<file path="src/dac_word_defs.svh">
// constants of the dual dac serial word decoder
// assumes inclusion by bare name from the package and the design files
//
// Functional notes
// - a command is one 16-bit word: control byte then data byte
// - bit 15 picks reference: zero internal half-supply, one external
// - bits 7..0 are the code, bit 7 most significant
// - update bit 0, load code 00: both output registers take data byte
// - update bit 0, load code 01: data byte into selected input register
// - update bit 0, load code 10: selected input register copied to output
// - update bit 0, load code 11: data byte straight into selected output
// - update bit 1: load selected input register, then update both outputs
// - bit 12 powers down channel b, bit 11 channel a, independently
// - at reset both input registers clear and stay so until a write
// - until the first write the outputs follow the input registers
// - power-down never changes input or output register contents
// - leaving power-down: valid after 13 us if all down, else 1.6 us
// - host changes data on falling clock edges, device samples on rising
// - command executes when frame select rises after sixteen bits
`ifndef DAC_WORD_DEFS_SVH
`define DAC_WORD_DEFS_SVH

// ----------------------------------------------------------------
// command word layout
// ----------------------------------------------------------------
`define WORD_BITS        16
`define BIT_REF_SEL      15
`define BIT_SIMUL_UPDATE 13
`define BIT_PD_CHAN_B    12
`define BIT_PD_CHAN_A    11
`define BIT_CHAN_SEL     10
`define BIT_LOAD_HI      9
`define BIT_LOAD_LO      8
`define DATA_MSB         7
`define CODE_RESET       8'h00

// ----------------------------------------------------------------
// timing
// ----------------------------------------------------------------
`define CLK_PERIOD_PS    5000
`define WAKE_FULL_PS     13000000
`define WAKE_PART_PS     1600
`define WAKE_FULL_CYC    ((`WAKE_FULL_PS + `CLK_PERIOD_PS - 1) / `CLK_PERIOD_PS)
`define WAKE_PART_CYC    (((`WAKE_PART_PS * 1000) + `CLK_PERIOD_PS - 1) / `CLK_PERIOD_PS)

`endif

</file>
<file path="src/dac_word_pkg.sv">
// types of the dual dac serial word decoder
// assumes the defs header sits in the same folder
`include "dac_word_defs.svh"
package dac_word_pkg;
	typedef enum logic [1:0] {
		LOAD_BOTH_OUT,
		LOAD_INPUT,
		COPY_TO_OUT,
		LOAD_OUT
	} load_func_t;
	typedef enum logic [1:0] {
		WAKE_IDLE,
		WAKE_PENDING
	} wake_state_t;
endpackage

</file>
<file path="src/wake_timer.sv">
// power-up settle timer of one output channel
// assumes a synchronous reset and a shared clock enable
`include "dac_word_defs.svh"
module wake_timer #(
	parameter int unsigned FULL_CYC = `WAKE_FULL_CYC,
	parameter int unsigned PART_CYC = `WAKE_PART_CYC
) (
	input  wire logic clk,
	input  wire logic reset,
	input  wire logic clk_en,
	input  wire logic powerdown,
	input  wire logic full_down,
	output logic      valid
);
	localparam int unsigned CW = $clog2(FULL_CYC + 1);

	dac_word_pkg::wake_state_t state_reg;
	logic [CW-1:0]             count_reg;
	logic                      pd_d_reg;
	logic                      full_reg;

	// ----------------------------------------------------------------
	// exit timing
	// ----------------------------------------------------------------
	wire logic           leaving   = pd_d_reg && !powerdown;
	wire logic [CW-1:0]  load_full = CW'(FULL_CYC - 1);
	wire logic [CW-1:0]  load_part = CW'(PART_CYC - 1);

	// track the down state and count the settle time after release
	always_ff @(posedge clk) begin
		if (reset) begin
			state_reg <= dac_word_pkg::WAKE_IDLE;
			count_reg <= '0;
			pd_d_reg  <= 1'b0;
			full_reg  <= 1'b0;
		end else if (clk_en) begin
			pd_d_reg <= powerdown;
			if (powerdown) begin
				full_reg  <= full_down;
				state_reg <= dac_word_pkg::WAKE_IDLE;
			end else begin
				unique case (state_reg)
					dac_word_pkg::WAKE_IDLE: begin
						if (leaving) begin
							count_reg <= full_reg ? load_full : load_part;
							state_reg <= dac_word_pkg::WAKE_PENDING;
						end
					end
					dac_word_pkg::WAKE_PENDING: begin
						if (count_reg == '0)
							state_reg <= dac_word_pkg::WAKE_IDLE;
						else
							count_reg <= count_reg - 1'b1;
					end
					default: state_reg <= dac_word_pkg::WAKE_IDLE;
				endcase
			end
		end
	end

	// valid once up and settled
	assign valid = !powerdown && !leaving && (state_reg == dac_word_pkg::WAKE_IDLE);
endmodule

</file>
<file path="src/dac_word_decoder.sv">
// serial command decoder of a dual 8-bit voltage dac
// assumes serial clock, data and frame arrive from pins, asynchronous to clk
`include "dac_word_defs.svh"
module dac_word_decoder #(
	parameter int unsigned WAKE_FULL_CYC = `WAKE_FULL_CYC,
	parameter int unsigned WAKE_PART_CYC = `WAKE_PART_CYC
) (
	input  wire logic       clk,
	input  wire logic       reset,
	input  wire logic       clk_en,
	input  wire logic       serial_clk,
	input  wire logic       serial_data,
	input  wire logic       frame_n,
	output logic [7:0]      code_a,
	output logic [7:0]      code_b,
	output logic            reference_select,
	output logic            powerdown_chan_a,
	output logic            powerdown_chan_b,
	output logic            bias_powerdown,
	output logic            valid_a,
	output logic            valid_b
);
	// ----------------------------------------------------------------
	// pin synchronisers
	// ----------------------------------------------------------------
	logic [1:0] sclk_sync_reg;
	logic [1:0] sdat_sync_reg;
	logic [1:0] frame_sync_reg;
	logic       sclk_d_reg;
	logic       frame_d_reg;

	// two flops per pin, then one stage for edge finding
	always_ff @(posedge clk) begin
		if (reset) begin
			sclk_sync_reg  <= 2'h0;
			sdat_sync_reg  <= 2'h0;
			frame_sync_reg <= 2'h3;
			sclk_d_reg     <= 1'b0;
			frame_d_reg    <= 1'b1;
		end else if (clk_en) begin
			sclk_sync_reg  <= {sclk_sync_reg[0], serial_clk};
			sdat_sync_reg  <= {sdat_sync_reg[0], serial_data};
			frame_sync_reg <= {frame_sync_reg[0], frame_n};
			sclk_d_reg     <= sclk_sync_reg[1];
			frame_d_reg    <= frame_sync_reg[1];
		end
	end

	wire logic sclk_s     = sclk_sync_reg[1];
	wire logic sdat_s     = sdat_sync_reg[1];
	wire logic frame_s    = frame_sync_reg[1];
	wire logic sclk_rise  = sclk_s && !sclk_d_reg;
	wire logic frame_rise = frame_s && !frame_d_reg;
	wire logic frame_fall = !frame_s && frame_d_reg;

	// ----------------------------------------------------------------
	// shift register
	// ----------------------------------------------------------------
	logic [`WORD_BITS-1:0] shift_reg;
	logic [4:0]            count_reg;

	always_ff @(posedge clk) begin
		if (reset) begin
			shift_reg <= '0;
			count_reg <= 5'h00;
		end else if (clk_en) begin
			if (frame_fall)
				count_reg <= 5'h00;
			else if (!frame_s && sclk_rise) begin
				shift_reg <= {shift_reg[`WORD_BITS-2:0], sdat_s};
				if (count_reg != 5'h1F)
					count_reg <= count_reg + 5'h01;
			end
		end
	end

	// execute on frame rise after sixteen bits
	wire logic execute = frame_rise && (count_reg == 5'(`WORD_BITS));

	// ----------------------------------------------------------------
	// field decode
	// ----------------------------------------------------------------
	// bit 14 never read
	wire logic       f_ref     = shift_reg[`BIT_REF_SEL];
	wire logic       f_simul   = shift_reg[`BIT_SIMUL_UPDATE];
	wire logic       f_pd_b    = shift_reg[`BIT_PD_CHAN_B];
	wire logic       f_pd_a    = shift_reg[`BIT_PD_CHAN_A];
	wire logic       f_chan_b  = shift_reg[`BIT_CHAN_SEL];
	// data byte, msb at bit 7
	wire logic [7:0] f_data    = shift_reg[`DATA_MSB:0];
	wire dac_word_pkg::load_func_t f_load =
		dac_word_pkg::load_func_t'({shift_reg[`BIT_LOAD_HI], shift_reg[`BIT_LOAD_LO]});

	// per channel strobes
	wire logic sel_a = !f_chan_b;
	wire logic sel_b = f_chan_b;
	wire logic go_n  = execute && !f_simul;
	wire logic go_s  = execute && f_simul;

	wire logic in_ld_a = (go_n && f_load == dac_word_pkg::LOAD_INPUT && sel_a) || (go_s && sel_a);
	wire logic in_ld_b = (go_n && f_load == dac_word_pkg::LOAD_INPUT && sel_b) || (go_s && sel_b);

	// ----------------------------------------------------------------
	// input and output registers
	// ----------------------------------------------------------------
	logic [7:0] in_a_reg;
	logic [7:0] in_b_reg;
	logic [7:0] out_a_reg;
	logic [7:0] out_b_reg;
	logic [7:0] out_a_next;
	logic [7:0] out_b_next;
	logic       transparent_reg;

	wire logic [7:0] in_a_next = in_ld_a ? f_data : in_a_reg;
	wire logic [7:0] in_b_next = in_ld_b ? f_data : in_b_reg;

	// output register next values per load function
	always_comb begin
		out_a_next = out_a_reg;
		out_b_next = out_b_reg;
		if (go_s) begin
			out_a_next = in_a_next;
			out_b_next = in_b_next;
		end else if (go_n) begin
			unique case (f_load)
				dac_word_pkg::LOAD_BOTH_OUT: begin
					out_a_next = f_data;
					out_b_next = f_data;
				end
				dac_word_pkg::LOAD_INPUT: begin
				end
				dac_word_pkg::COPY_TO_OUT: begin
					if (sel_a)
						out_a_next = in_a_reg;
					else
						out_b_next = in_b_reg;
				end
				dac_word_pkg::LOAD_OUT: begin
					if (sel_a)
						out_a_next = f_data;
					else
						out_b_next = f_data;
				end
			endcase
		end
	end

	always_ff @(posedge clk) begin
		if (reset) begin
			in_a_reg        <= `CODE_RESET;
			in_b_reg        <= `CODE_RESET;
			out_a_reg       <= `CODE_RESET;
			out_b_reg       <= `CODE_RESET;
			transparent_reg <= 1'b1;
		end else if (clk_en) begin
			in_a_reg  <= in_a_next;
			in_b_reg  <= in_b_next;
			out_a_reg <= out_a_next;
			out_b_reg <= out_b_next;
			if (execute)
				transparent_reg <= 1'b0;
		end
	end

	// ----------------------------------------------------------------
	// control latches
	// ----------------------------------------------------------------
	logic ref_reg;
	logic pd_a_reg;
	logic pd_b_reg;

	// reference and power-down latched per word
	always_ff @(posedge clk) begin
		if (reset) begin
			ref_reg  <= 1'b0;
			pd_a_reg <= 1'b0;
			pd_b_reg <= 1'b0;
		end else if (clk_en && execute) begin
			ref_reg  <= f_ref;
			pd_a_reg <= f_pd_a;
			pd_b_reg <= f_pd_b;
		end
	end

	always_ff @(posedge clk) begin
		if (reset) begin
			code_a <= `CODE_RESET;
			code_b <= `CODE_RESET;
		end else if (clk_en) begin
			code_a <= transparent_reg ? in_a_reg : out_a_reg;
			code_b <= transparent_reg ? in_b_reg : out_b_reg;
		end
	end

	// both down also stops the bias
	assign reference_select = ref_reg;
	assign powerdown_chan_a = pd_a_reg;
	assign powerdown_chan_b = pd_b_reg;
	assign bias_powerdown   = pd_a_reg && pd_b_reg;

	// ----------------------------------------------------------------
	// settle timers
	// ----------------------------------------------------------------
	// channel a on bit 0, channel b on bit 1
	wire logic [1:0] pd_vec = {pd_b_reg, pd_a_reg};
	wire logic [1:0] valid_vec;

	generate
		for (genvar ch = 0; ch < 2; ch++) begin : g_wake
			wake_timer #(
				.FULL_CYC (WAKE_FULL_CYC),
				.PART_CYC (WAKE_PART_CYC)
			) u_wake (
				.clk       (clk),
				.reset     (reset),
				.clk_en    (clk_en),
				.powerdown (pd_vec[ch]),
				.full_down (bias_powerdown),
				.valid     (valid_vec[ch])
			);
		end
	endgenerate

	// settle flags per channel
	assign valid_a = valid_vec[0];
	assign valid_b = valid_vec[1];
endmodule

</file>
<file path="config.mk">
export PLATFORM = sky130hd
export DESIGN_NAME = dac_word_decoder
export DESIGN_NICKNAME = d
export VERILOG_FILES = /design/src/dac_word_pkg.sv /design/src/wake_timer.sv /design/src/dac_word_decoder.sv
export VERILOG_INCLUDE_DIRS = /design/src
export SDC_FILE = /design/constraint.sdc
export NUM_CORES = 1
export LEC_CHECK = 0
export ABC_AREA = 0
export BUFFER_PORTS_ARGS = -buffer_cell sky130_fd_sc_hd__buf_2
export CAP_MARGIN = 20
export CORE_MARGIN = 5
export CORE_UTILIZATION = 60
export DETAILED_ROUTE_END_ITERATION = 7
export PLACE_DENSITY = 0.8
export SKIP_LAST_GASP = 1
export SLEW_MARGIN = 40
export SYNTH_ARGS = -nofsm -noshare
export SYNTH_HDL_FRONTEND = slang
export SYNTH_SLANG_ARGS = --single-unit
</file>
<file path="constraint.sdc">
create_clock -name clk -period 2.8 [get_ports clk]
set_input_delay 0.28 -clock clk [delete_from_list [all_inputs] [get_ports clk]]
set_output_delay 0.28 -clock clk [all_outputs]
set_load 0.005 [all_outputs]
</file>
==> flow_metrics.tcl, run 1 <==
set metrics [dict create \
    status "completed" \
    setup_violations 0 \
    gp_congestion 0.927 \
    io_buffers 27 \
    cts.htree.levels 3 \
    p_per_area_nw_per_um2 519 \
    pre_cts_slack_ns 0.376 \
    p_comb_share_pct 3.1 \
    synth.avg_cell_area_um2 9.18 \
    worstPathArrival_ns 2.72 \
    grt_pass1_wl_mm 18.5 \
    synthMostInstantiatedCell "dfxtp_1" \
    placed_cells 658 \
    post_cts_resized 0 \
    layout_setup_ws_ns 0.350 \
    antenna_found_initial 0 \
    cts_setup_buffers 0 \
    netlist_instances 549 \
    synthArstFlopShare_pct 0 \
    numCtsBuffers 9 \
    ff2ff_setup_slack_ns 0.35 \
    dp_hpwl_mm 7.46 \
    timing.fmax_mhz 408 \
    fin_skew_ns 0.00773 \
    setup_tns_ns 0 \
    area_growth_pct 9.04 \
    vdd_drop_max_mv 0.319 \
    overflow 0 \
    cp_max_fo 16 \
    largest_reg_flops 24 \
    endpoint "out_b_reg[4]" \
    ys_types 56 \
    dpl_cell_area_um2 5240 \
    grt_pass1_vias 3805 \
    rows 33 \
    start_util_pct 61.3 \
    wirelength_mm 10.9 \
    p_int_mw 2.25 \
    path_clk_slew_ns 0.10 \
    ys.flop_type "dfxtp_1" \
    cts_hold_buf 0 \
    max_cap_viol_count 0 \
    cts_tree "done" \
    synth_top_area_share_pct 44.1 \
    ys_seq_area_share_pct 44.1 \
    end_kind "flop" \
    yosys_warnings 0 \
    rr_worst_depth 5 \
    numClockSinks 111 \
    synth_common_cells "dfxtp_1 (111), nor2_1 (109), mux2i_1 (73)" \
    fp.dieW_um 102 \
    grt_use_total_pct 22.2 \
    timing.hold.ws_ns 0.136 \
    hp-class "input port to flop" \
    dr.pass1.iters 5 \
    nets 580 \
    postLayoutCoreUtil_pct 66.9 \
    ys_ff_latch 111 \
    syn_area_um2 5040 \
    cp_data_required_time_ns 3.07 \
    cts.path.max_buffers 2 \
    vias_per_cell 5.99 \
    r2r_start "count_reg[2]" \
    yosysTopAreaCell "dfxtp_1" \
    insertion_delay_ns 0.36 \
    min_period_ns 2.45 \
    design_area_um2 5490 \
    drtIter0Drc 237 \
    critPathKind "flop to flop" \
    worst_setup_path_start_kind "flop" \
    core_um2 8220 \
    maxSlewViolCount 0 \
    stdcell_count 674 \
    finalCritPeriodShare_pct 87.5 \
    die_y_um 102 \
    drc 0 \
    startpoint "count_reg[2]" \
    final-hold-violation-count 0 \
    synth.area.top_cells "dfxtp_1 (44%), mux2i_1 (15%), nor2_1 (8.1%), a211oi_1 (4.8%), ha_1 (2.5%)" \
    maxSlewHeadroom_pct 52.6 \
    synth-edff-count 0 \
    swShare_pct 21.2 \
    p_seq_share_pct 56.3 \
    drtAntennaViolNets 0 \
    p_leak_nw 2.24 \
    grt_max_degree 99 \
    antenna_cells 0 \
    drt-wirelength-per-cell_um 16.2 \
    grt_setup_unrepaired "no" \
    worstMarginPinSlew_ns 0.706 \
    synthesis.nets 565 \
    layout-drive-gt1-share_pct 11.4 \
    p_total_mw 2.85 \
    clockPowerShare_pct 40.7 \
    r2r_end "out_b_reg[4]" \
    vias 4034 \
    die-area_um2 10300 \
    io_pins 28 \
    p_sw_mw 0.603 \
    root_buffer "clkbuf_8" \
]
## metal layers
layer	track usage [%]	routed length [um]	vias up
met3	4.68	418	16
met4	6.03	125	0
met2	35.8	5340	80
met1	30.3	5020	1949
li1	-	-	1989
met5	0	0	-
## area by class of cell
cell class / instances / area, um2
Sequential cell: 111 / 2220
Clock buffer: 10 / 138
Multi-Input combinational cell: 392 / 2620
Tap cell: 105 / 131
Fill cell: 651 / 2720
Inverter: 13 / 48.8
Timing Repair Buffer: 37 / 223
Clock inverter: 6 / 115
## power by group through the flow
stage	logic [mW]	clock network, mW	registers (mW)
final	0.0880	1.16	1.60
after global routing	0.0974	1.26	1.61
after CTS	0.0886	1.18	1.60
after detailed placement	0.0884	0	1.64
after floorplan	0.0573	0	1.64
after global placement	0.0863	0	1.64
## worst max-delay path, stage by stage (launching register included)
cell      delay (ns)
dfxtp_1         0.35
or4b_4          0.59
or2_1           0.42
nor3_4          0.64
nor2_1          0.09
a211oi_1        0.26
## placed cells by master, fill, tap and decap left out, types with 2 or more instances in the layout
cell / n
nor3_1: 11
dfxtp_1: 111
a22oi_1: 3
mux2i_1: 73
nor2b_1: 2
nor3_4: 2
a221oi_1: 2
or3_1: 2
a31oi_1: 6
nor4_1: 6
a311oi_1: 2
o211ai_1: 3
and3_1: 2
a211oi_1: 32
nand3_1: 11
nand2b_1: 6
o21ai_1: 2
a2111oi_0: 3
nor2_1: 109
ha_1: 10
xor2_1: 2
bufinv_16: 3
a21oi_1: 18
nand2_1: 25
and4_1: 2
nand4_1: 5
or4_1: 4
nor4b_1: 2
xnor2_1: 8
a31o_2: 2
clkbuf_8: 10
and2_1: 3
buf_4: 9
inv_1: 12
a211oi_2: 4
a32o_1: 2
buf_2: 27
o21ai_0: 12
## worst min-delay path by stage
stage / from / cells after the start / to
after floorplan: frame_n / 2 / frame_sync_reg[0]
after global placement: frame_sync_reg[0] / 2 / frame_sync_reg[0]
after detailed placement: code_b[4] / 2 / code_b[4]
after CTS: frame_n / 3 / frame_sync_reg[0]
after global routing: serial_clk / 3 / sclk_sync_reg[0]
final: frame_n / 3 / frame_sync_reg[0]
## logic make-up (layout without fill, tap and decap cells)
group / count (synthesis) / count (layout) / share of synthesized area, %
simple gates: 196 / 196 / 18.1
fa+ha+maj: 10 / 10 / 2.48
compound gates: 103 / 103 / 15.1
flops: 111 / 111 / 44.1
buf+inv: 46 / 66 / 3.97
xor+xnor: 10 / 10 / 1.74
mux: 73 / 73 / 14.5
Note: power is estimated with default switching activity, not from simulation.
==> inputs of run 2 (changes only) <==
CTS_BUF_LIST = sky130_fd_sc_hd__clkbuf_16   (was unset)
==> flow_metrics.tcl, run 2 (synthesized netlist as in run 1, its figures left out) <==
set metrics [dict create \
    area_growth_pct 10.9 \
    root_buffer "clkbuf_16" \
    final_cell_mix "dfxtp_1 (111), nor2_1 (109), mux2i_1 (73)" \
    insertion_delay_ns 0.34 \
    critical_path.max_stage_delay_ns 0.63 \
    min_from "frame_n" \
    fin_skew_ns 0.00881 \
    drtIter0Drc 208 \
    worstHoldPathCells 3 \
    final_common_cell "dfxtp_1" \
    io_buffers 27 \
    critPathKind "flop to flop" \
    max_cap_viol_count 0 \
    stdcell_count 674 \
    final-hold-violation-count 0 \
    overflow 0 \
    nets 580 \
    numCtsBuffers 9 \
    worst_setup_path_start_kind "flop" \
    end_kind "flop" \
    die-area_um2 10300 \
    setup_violations 0 \
    p_per_area_nw_per_um2 563 \
    cp_max_fo 16 \
    start_util_pct 61.3 \
    cts_setup_buffers 0 \
    numClockSinks 111 \
    rr_worst_depth 5 \
    gp_congestion 0.927 \
    grt_setup_unrepaired "no" \
    vias_per_cell 5.99 \
    grt_max_degree 99 \
    io_pins 28 \
    min_period_ns 2.45 \
    antenna_cells 0 \
    grt_pass1_wl_mm 18.9 \
    r2r_end "out_b_reg[2]" \
    hp-class "input port to flop" \
    cts.path.max_buffers 2 \
    layout-drive-gt1-share_pct 11.2 \
    grt_use_total_pct 22.8 \
    r2r_start "count_reg[2]" \
    dr.pass1.iters 6 \
    core_um2 8220 \
    cts_tree "done" \
    cp_data_required_time_ns 3.05 \
    p_leak_nw 2.28 \
    ff2ff_setup_slack_ns 0.35 \
    worstPathArrival_ns 2.70 \
    wirelength_mm 11.2 \
    antenna_found_initial 0 \
    dp_hpwl_mm 7.46 \
    placed_cells 658 \
    die_y_um 102 \
    cts_hold_buf 0 \
    finalCritPeriodShare_pct 87.5 \
    path_clk_slew_ns 0.08 \
    clockPowerShare_pct 46.2 \
    vias 4035 \
    post_cts_resized 0 \
    slowest_stage "nor3_4" \
    p_comb_share_pct 2.8 \
    min_to "frame_sync_reg[0]" \
    grt_pass1_vias 3838 \
    cts.htree.levels 3 \
    status "completed" \
    rows 33 \
    path_delay_family "simple AND/OR/NAND/NOR gates" \
    maxSlewHeadroom_pct 52.1 \
    cp_num_buf_inv 0 \
    maxSlewViolCount 0 \
    worstMarginPinSlew_ns 0.714 \
    vdd_drop_max_mv 0.357 \
    p_int_mw 2.50 \
    p_sw_mw 0.644 \
    p_seq_share_pct 51.0 \
    drc 0 \
    crit_chain "or4b_4 -> or2_1 -> nor3_4 -> nor2_1 -> a211oi_1" \
    timing.hold.ws_ns 0.159 \
    drtAntennaViolNets 0 \
    swShare_pct 20.5 \
    timing.fmax_mhz 408 \
    setup_tns_ns 0 \
    drt-wirelength-per-cell_um 16.6 \
    largest_reg_flops 24 \
    fp.dieW_um 102 \
]
==> run 2: cell count changes in the layout (fill, tap and decap cells not counted), sizes merged <==
cell    before  now
clkinv       2    3
clkbuf      10    9
==> run 2: power groups by stage <==
stage	logic [mW]	registers, mW	clock network [mW]
after global placement	0.0863	1.64	0
after detailed placement	0.0884	1.64	0
after CTS	0.0894	1.60	1.47
after global routing	0.0977	1.61	1.54
after floorplan	0.0573	1.64	0
final	0.0884	1.60	1.45
==> run 2: worst max path at each step <==
stage | start | end | cells past startpoint
detailed placement | count_reg[2] | out_b_reg[4] | 5
CTS | count_reg[2] | out_b_reg[2] | 5
global route | count_reg[2] | out_a_reg[1] | 5
floorplan | count_reg[2] | in_a_reg[5] | 6
global placement | count_reg[2] | out_a_reg[7] | 5
finish | count_reg[2] | out_b_reg[2] | 5
==> run 2: routing by layer <==
layer / global-route usage (%) / up-vias / routed length, um
li1: - / 1983 / -
met1: 30.4 / 1953 / 5090
met2: 38.2 / 87 / 5580
met3: 4.68 / 12 / 425
met4: 4.91 / 0 / 129
met5: 0 / - / 0
==> run 2: metrics by stage <==
stage	total power [mW]	util [%]	instance area (um2)	setup slack, ns
6_report	3.14	68.0	5590	0.349
2_1_floorplan	1.70	-	5040	0.737
3_5_place_dp	1.73	63.8	5240	0.376
4_1_cts	3.17	68.0	5590	0.330
3_3_place_gp	1.73	63.8	5240	0.493
5_1_grt	3.24	68.0	5590	0.157
==> run 2: area by class of cell <==
cell class	instances	area [um2]
fill	636	2630
tap	105	131
clock buffer	9	225
inverter	13	48.8
sequential	111	2220
clock inverter	7	119
timing repair buffer	37	223
multi-input combinational	392	2620
==> run 2: worst min-delay path, stage by stage <==
cell and delay, ns:
buf_2 0.08, mux2i_1 0.06, nand2_1 0.06
==> inputs of run 3 (changes only) <==
SETUP_SLACK_MARGIN = 0.5   (was unset)
==> flow_metrics.tcl, run 3 (synthesized netlist as in run 1, its figures left out) <==
set metrics [dict create \
    area_growth_pct 12.3 \
    root_buffer "clkbuf_16" \
    drc 0 \
    r2r_end "g_wake[0].u_wake.count_reg[4]" \
    layout-drive-gt1-share_pct 12.2 \
    io_buffers 27 \
    insertion_delay_ns 0.34 \
    dr.pass1.iters 5 \
    rows 33 \
    vias 4069 \
    drt-wirelength-per-cell_um 16.6 \
    max_cap_viol_count 0 \
    final_cell_mix "dfxtp_1 (111), nor2_1 (109), mux2i_1 (73)" \
    path_clk_slew_ns 0.07 \
    dp_hpwl_mm 7.46 \
    final-hold-violation-count 0 \
    overflow 0 \
    multi_input_area_um2 2620 \
    postLayoutCoreUtil_pct 68.9 \
    critPathKind "flop to flop" \
    largest_reg_flops 24 \
    ff2ff_setup_slack_ns 0.65 \
    gp_congestion 0.927 \
    maxSlewHeadroom_pct 53.3 \
    end_kind "flop" \
    p_per_area_nw_per_um2 555 \
    grt_setup_unrepaired "no" \
    start_util_pct 61.3 \
    cts.path.max_buffers 2 \
    rr_worst_depth 7 \
    fp.dieW_um 102 \
    grt_pass1_vias 3882 \
    core_um2 8220 \
    numClockSinks 111 \
    startpoint "g_wake[0].u_wake.count_reg[0]" \
    die-area_um2 10300 \
    cts_hold_buf 0 \
    finalCritPeriodShare_pct 76.8 \
    wirelength_mm 11.3 \
    drtIter0Drc 254 \
    cts_tree "done" \
    p_leak_nw 2.31 \
    maxSlewViolCount 0 \
    io_pins 28 \
    p_total_mw 3.14 \
    worst_setup_path_start_kind "flop" \
    worstMarginPinSlew_ns 0.696 \
    timing.fmax_mhz 465 \
    crit_chain "inv_1 -> ha_1 -> nor4b_1 -> and4_1 -> a21oi_1 -> and2_1 -> a32o_1" \
    nets 584 \
    vias_per_cell 6.00 \
    final_common_cell "dfxtp_1" \
    cp_max_fo 8 \
    antenna_found_initial 0 \
    vdd_drop_max_mv 0.358 \
    grt_pass1_wl_mm 19.0 \
    setup_tns_ns 0 \
    fin_skew_ns 0.00804 \
    cp_data_required_time_ns 3.04 \
    cts.htree.levels 3 \
    die_y_um 102 \
    hp-class "input port to flop" \
    setup_violations 0 \
    antenna_cells 0 \
    nFillCells 622 \
    grt_max_degree 99 \
    drtAntennaViolNets 0 \
    status "completed" \
    min_period_ns 2.15 \
    cp_num_buf_inv 1 \
    r2r_start "g_wake[0].u_wake.count_reg[0]" \
    critical_path.max_stage_delay_ns 0.42 \
    worstPathArrival_ns 2.39 \
    numCtsBuffers 9 \
    endpoint "g_wake[0].u_wake.count_reg[4]" \
    seqCellArea_um2 2220 \
    path_delay_family "simple AND/OR/NAND/NOR gates" \
    slowest_stage "and4_1" \
    cp.depth 7 \
    grt_use_total_pct 22.8 \
]
-- run 3: cell count changes in the layout (fill, tap and decap cells not counted), sizes merged --
cell	previous run	this run
buf	37	41
-- run 3: area by class of cell --
class	instances	share of cell area, %
flip-flops and latches	111	39.3
clock inverters	7	2.10
well taps	105	2.32
repair buffers	41	5.13
inverters	13	0.862
clock buffers	9	3.98
multi-input cells	392	46.3
-- run 3: worst min-delay path by stage --
stage / start / end / slack, ns / cells past startpoint
after floorplan: frame_n / frame_sync_reg[0] / 0.41 / 2
after global placement: frame_sync_reg[0] / frame_sync_reg[0] / 0.46 / 2
after detailed placement: code_b[4] / code_b[4] / 0.47 / 2
after CTS: frame_n / frame_sync_reg[0] / 0.15 / 3
after global routing: serial_clk / sclk_sync_reg[0] / 0.17 / 3
final: frame_n / frame_sync_reg[0] / 0.16 / 3
-- run 3: per-stage QoR --
step / cells / area, um2 / setup WS, ns / hold WS, ns
global placement: 658 / 5240 / 0.493 / 0.457
CTS: 678 / 5650 / 0.585 / 0.150
detailed placement: 658 / 5240 / 0.376 / 0.474
floorplan: 549 / 5040 / 0.737 / 0.408
global route: 678 / 5660 / 0.522 / 0.175
finish: 678 / 5660 / 0.649 / 0.156
-- run 3: worst min-delay path: cells and delay by family --
family / cells / cell delay [ns]
mux: 1 / 0.05
simple gates: 1 / 0.06
buf+inv: 1 / 0.08
-- run 3: what timing repair did --
| item | 4_1_cts | 5_1_grt |
|---|---|---|
| gates resized for setup | 0 | 3 |
| endpoints found under the setup margin | 24 | 3 |
| pin swaps | 3 | 0 |
| buffers inserted | 4 | 0 |
-- run 3: per-layer routing --
| metal | GRT usage, % | up-vias | part of all wire [%] |
|---|---|---|---|
| met1 | 30.8 | 1968 | 45 |
| met4 | 5.62 | 0 | 1.0 |
| met3 | 4.68 | 10 | 4.4 |
| met5 | 0 | - | 0 |
| met2 | 37.6 | 99 | 50 |
| li1 | - | 1992 | - |
-- run 3: where the power goes --
group | switching (mW) | leakage [nW] | internal [mW]
registers | 0.0102 | 0.898 | 1.59
clock network | 0.574 | 0.164 | 0.876
logic | 0.0575 | 1.25 | 0.0308
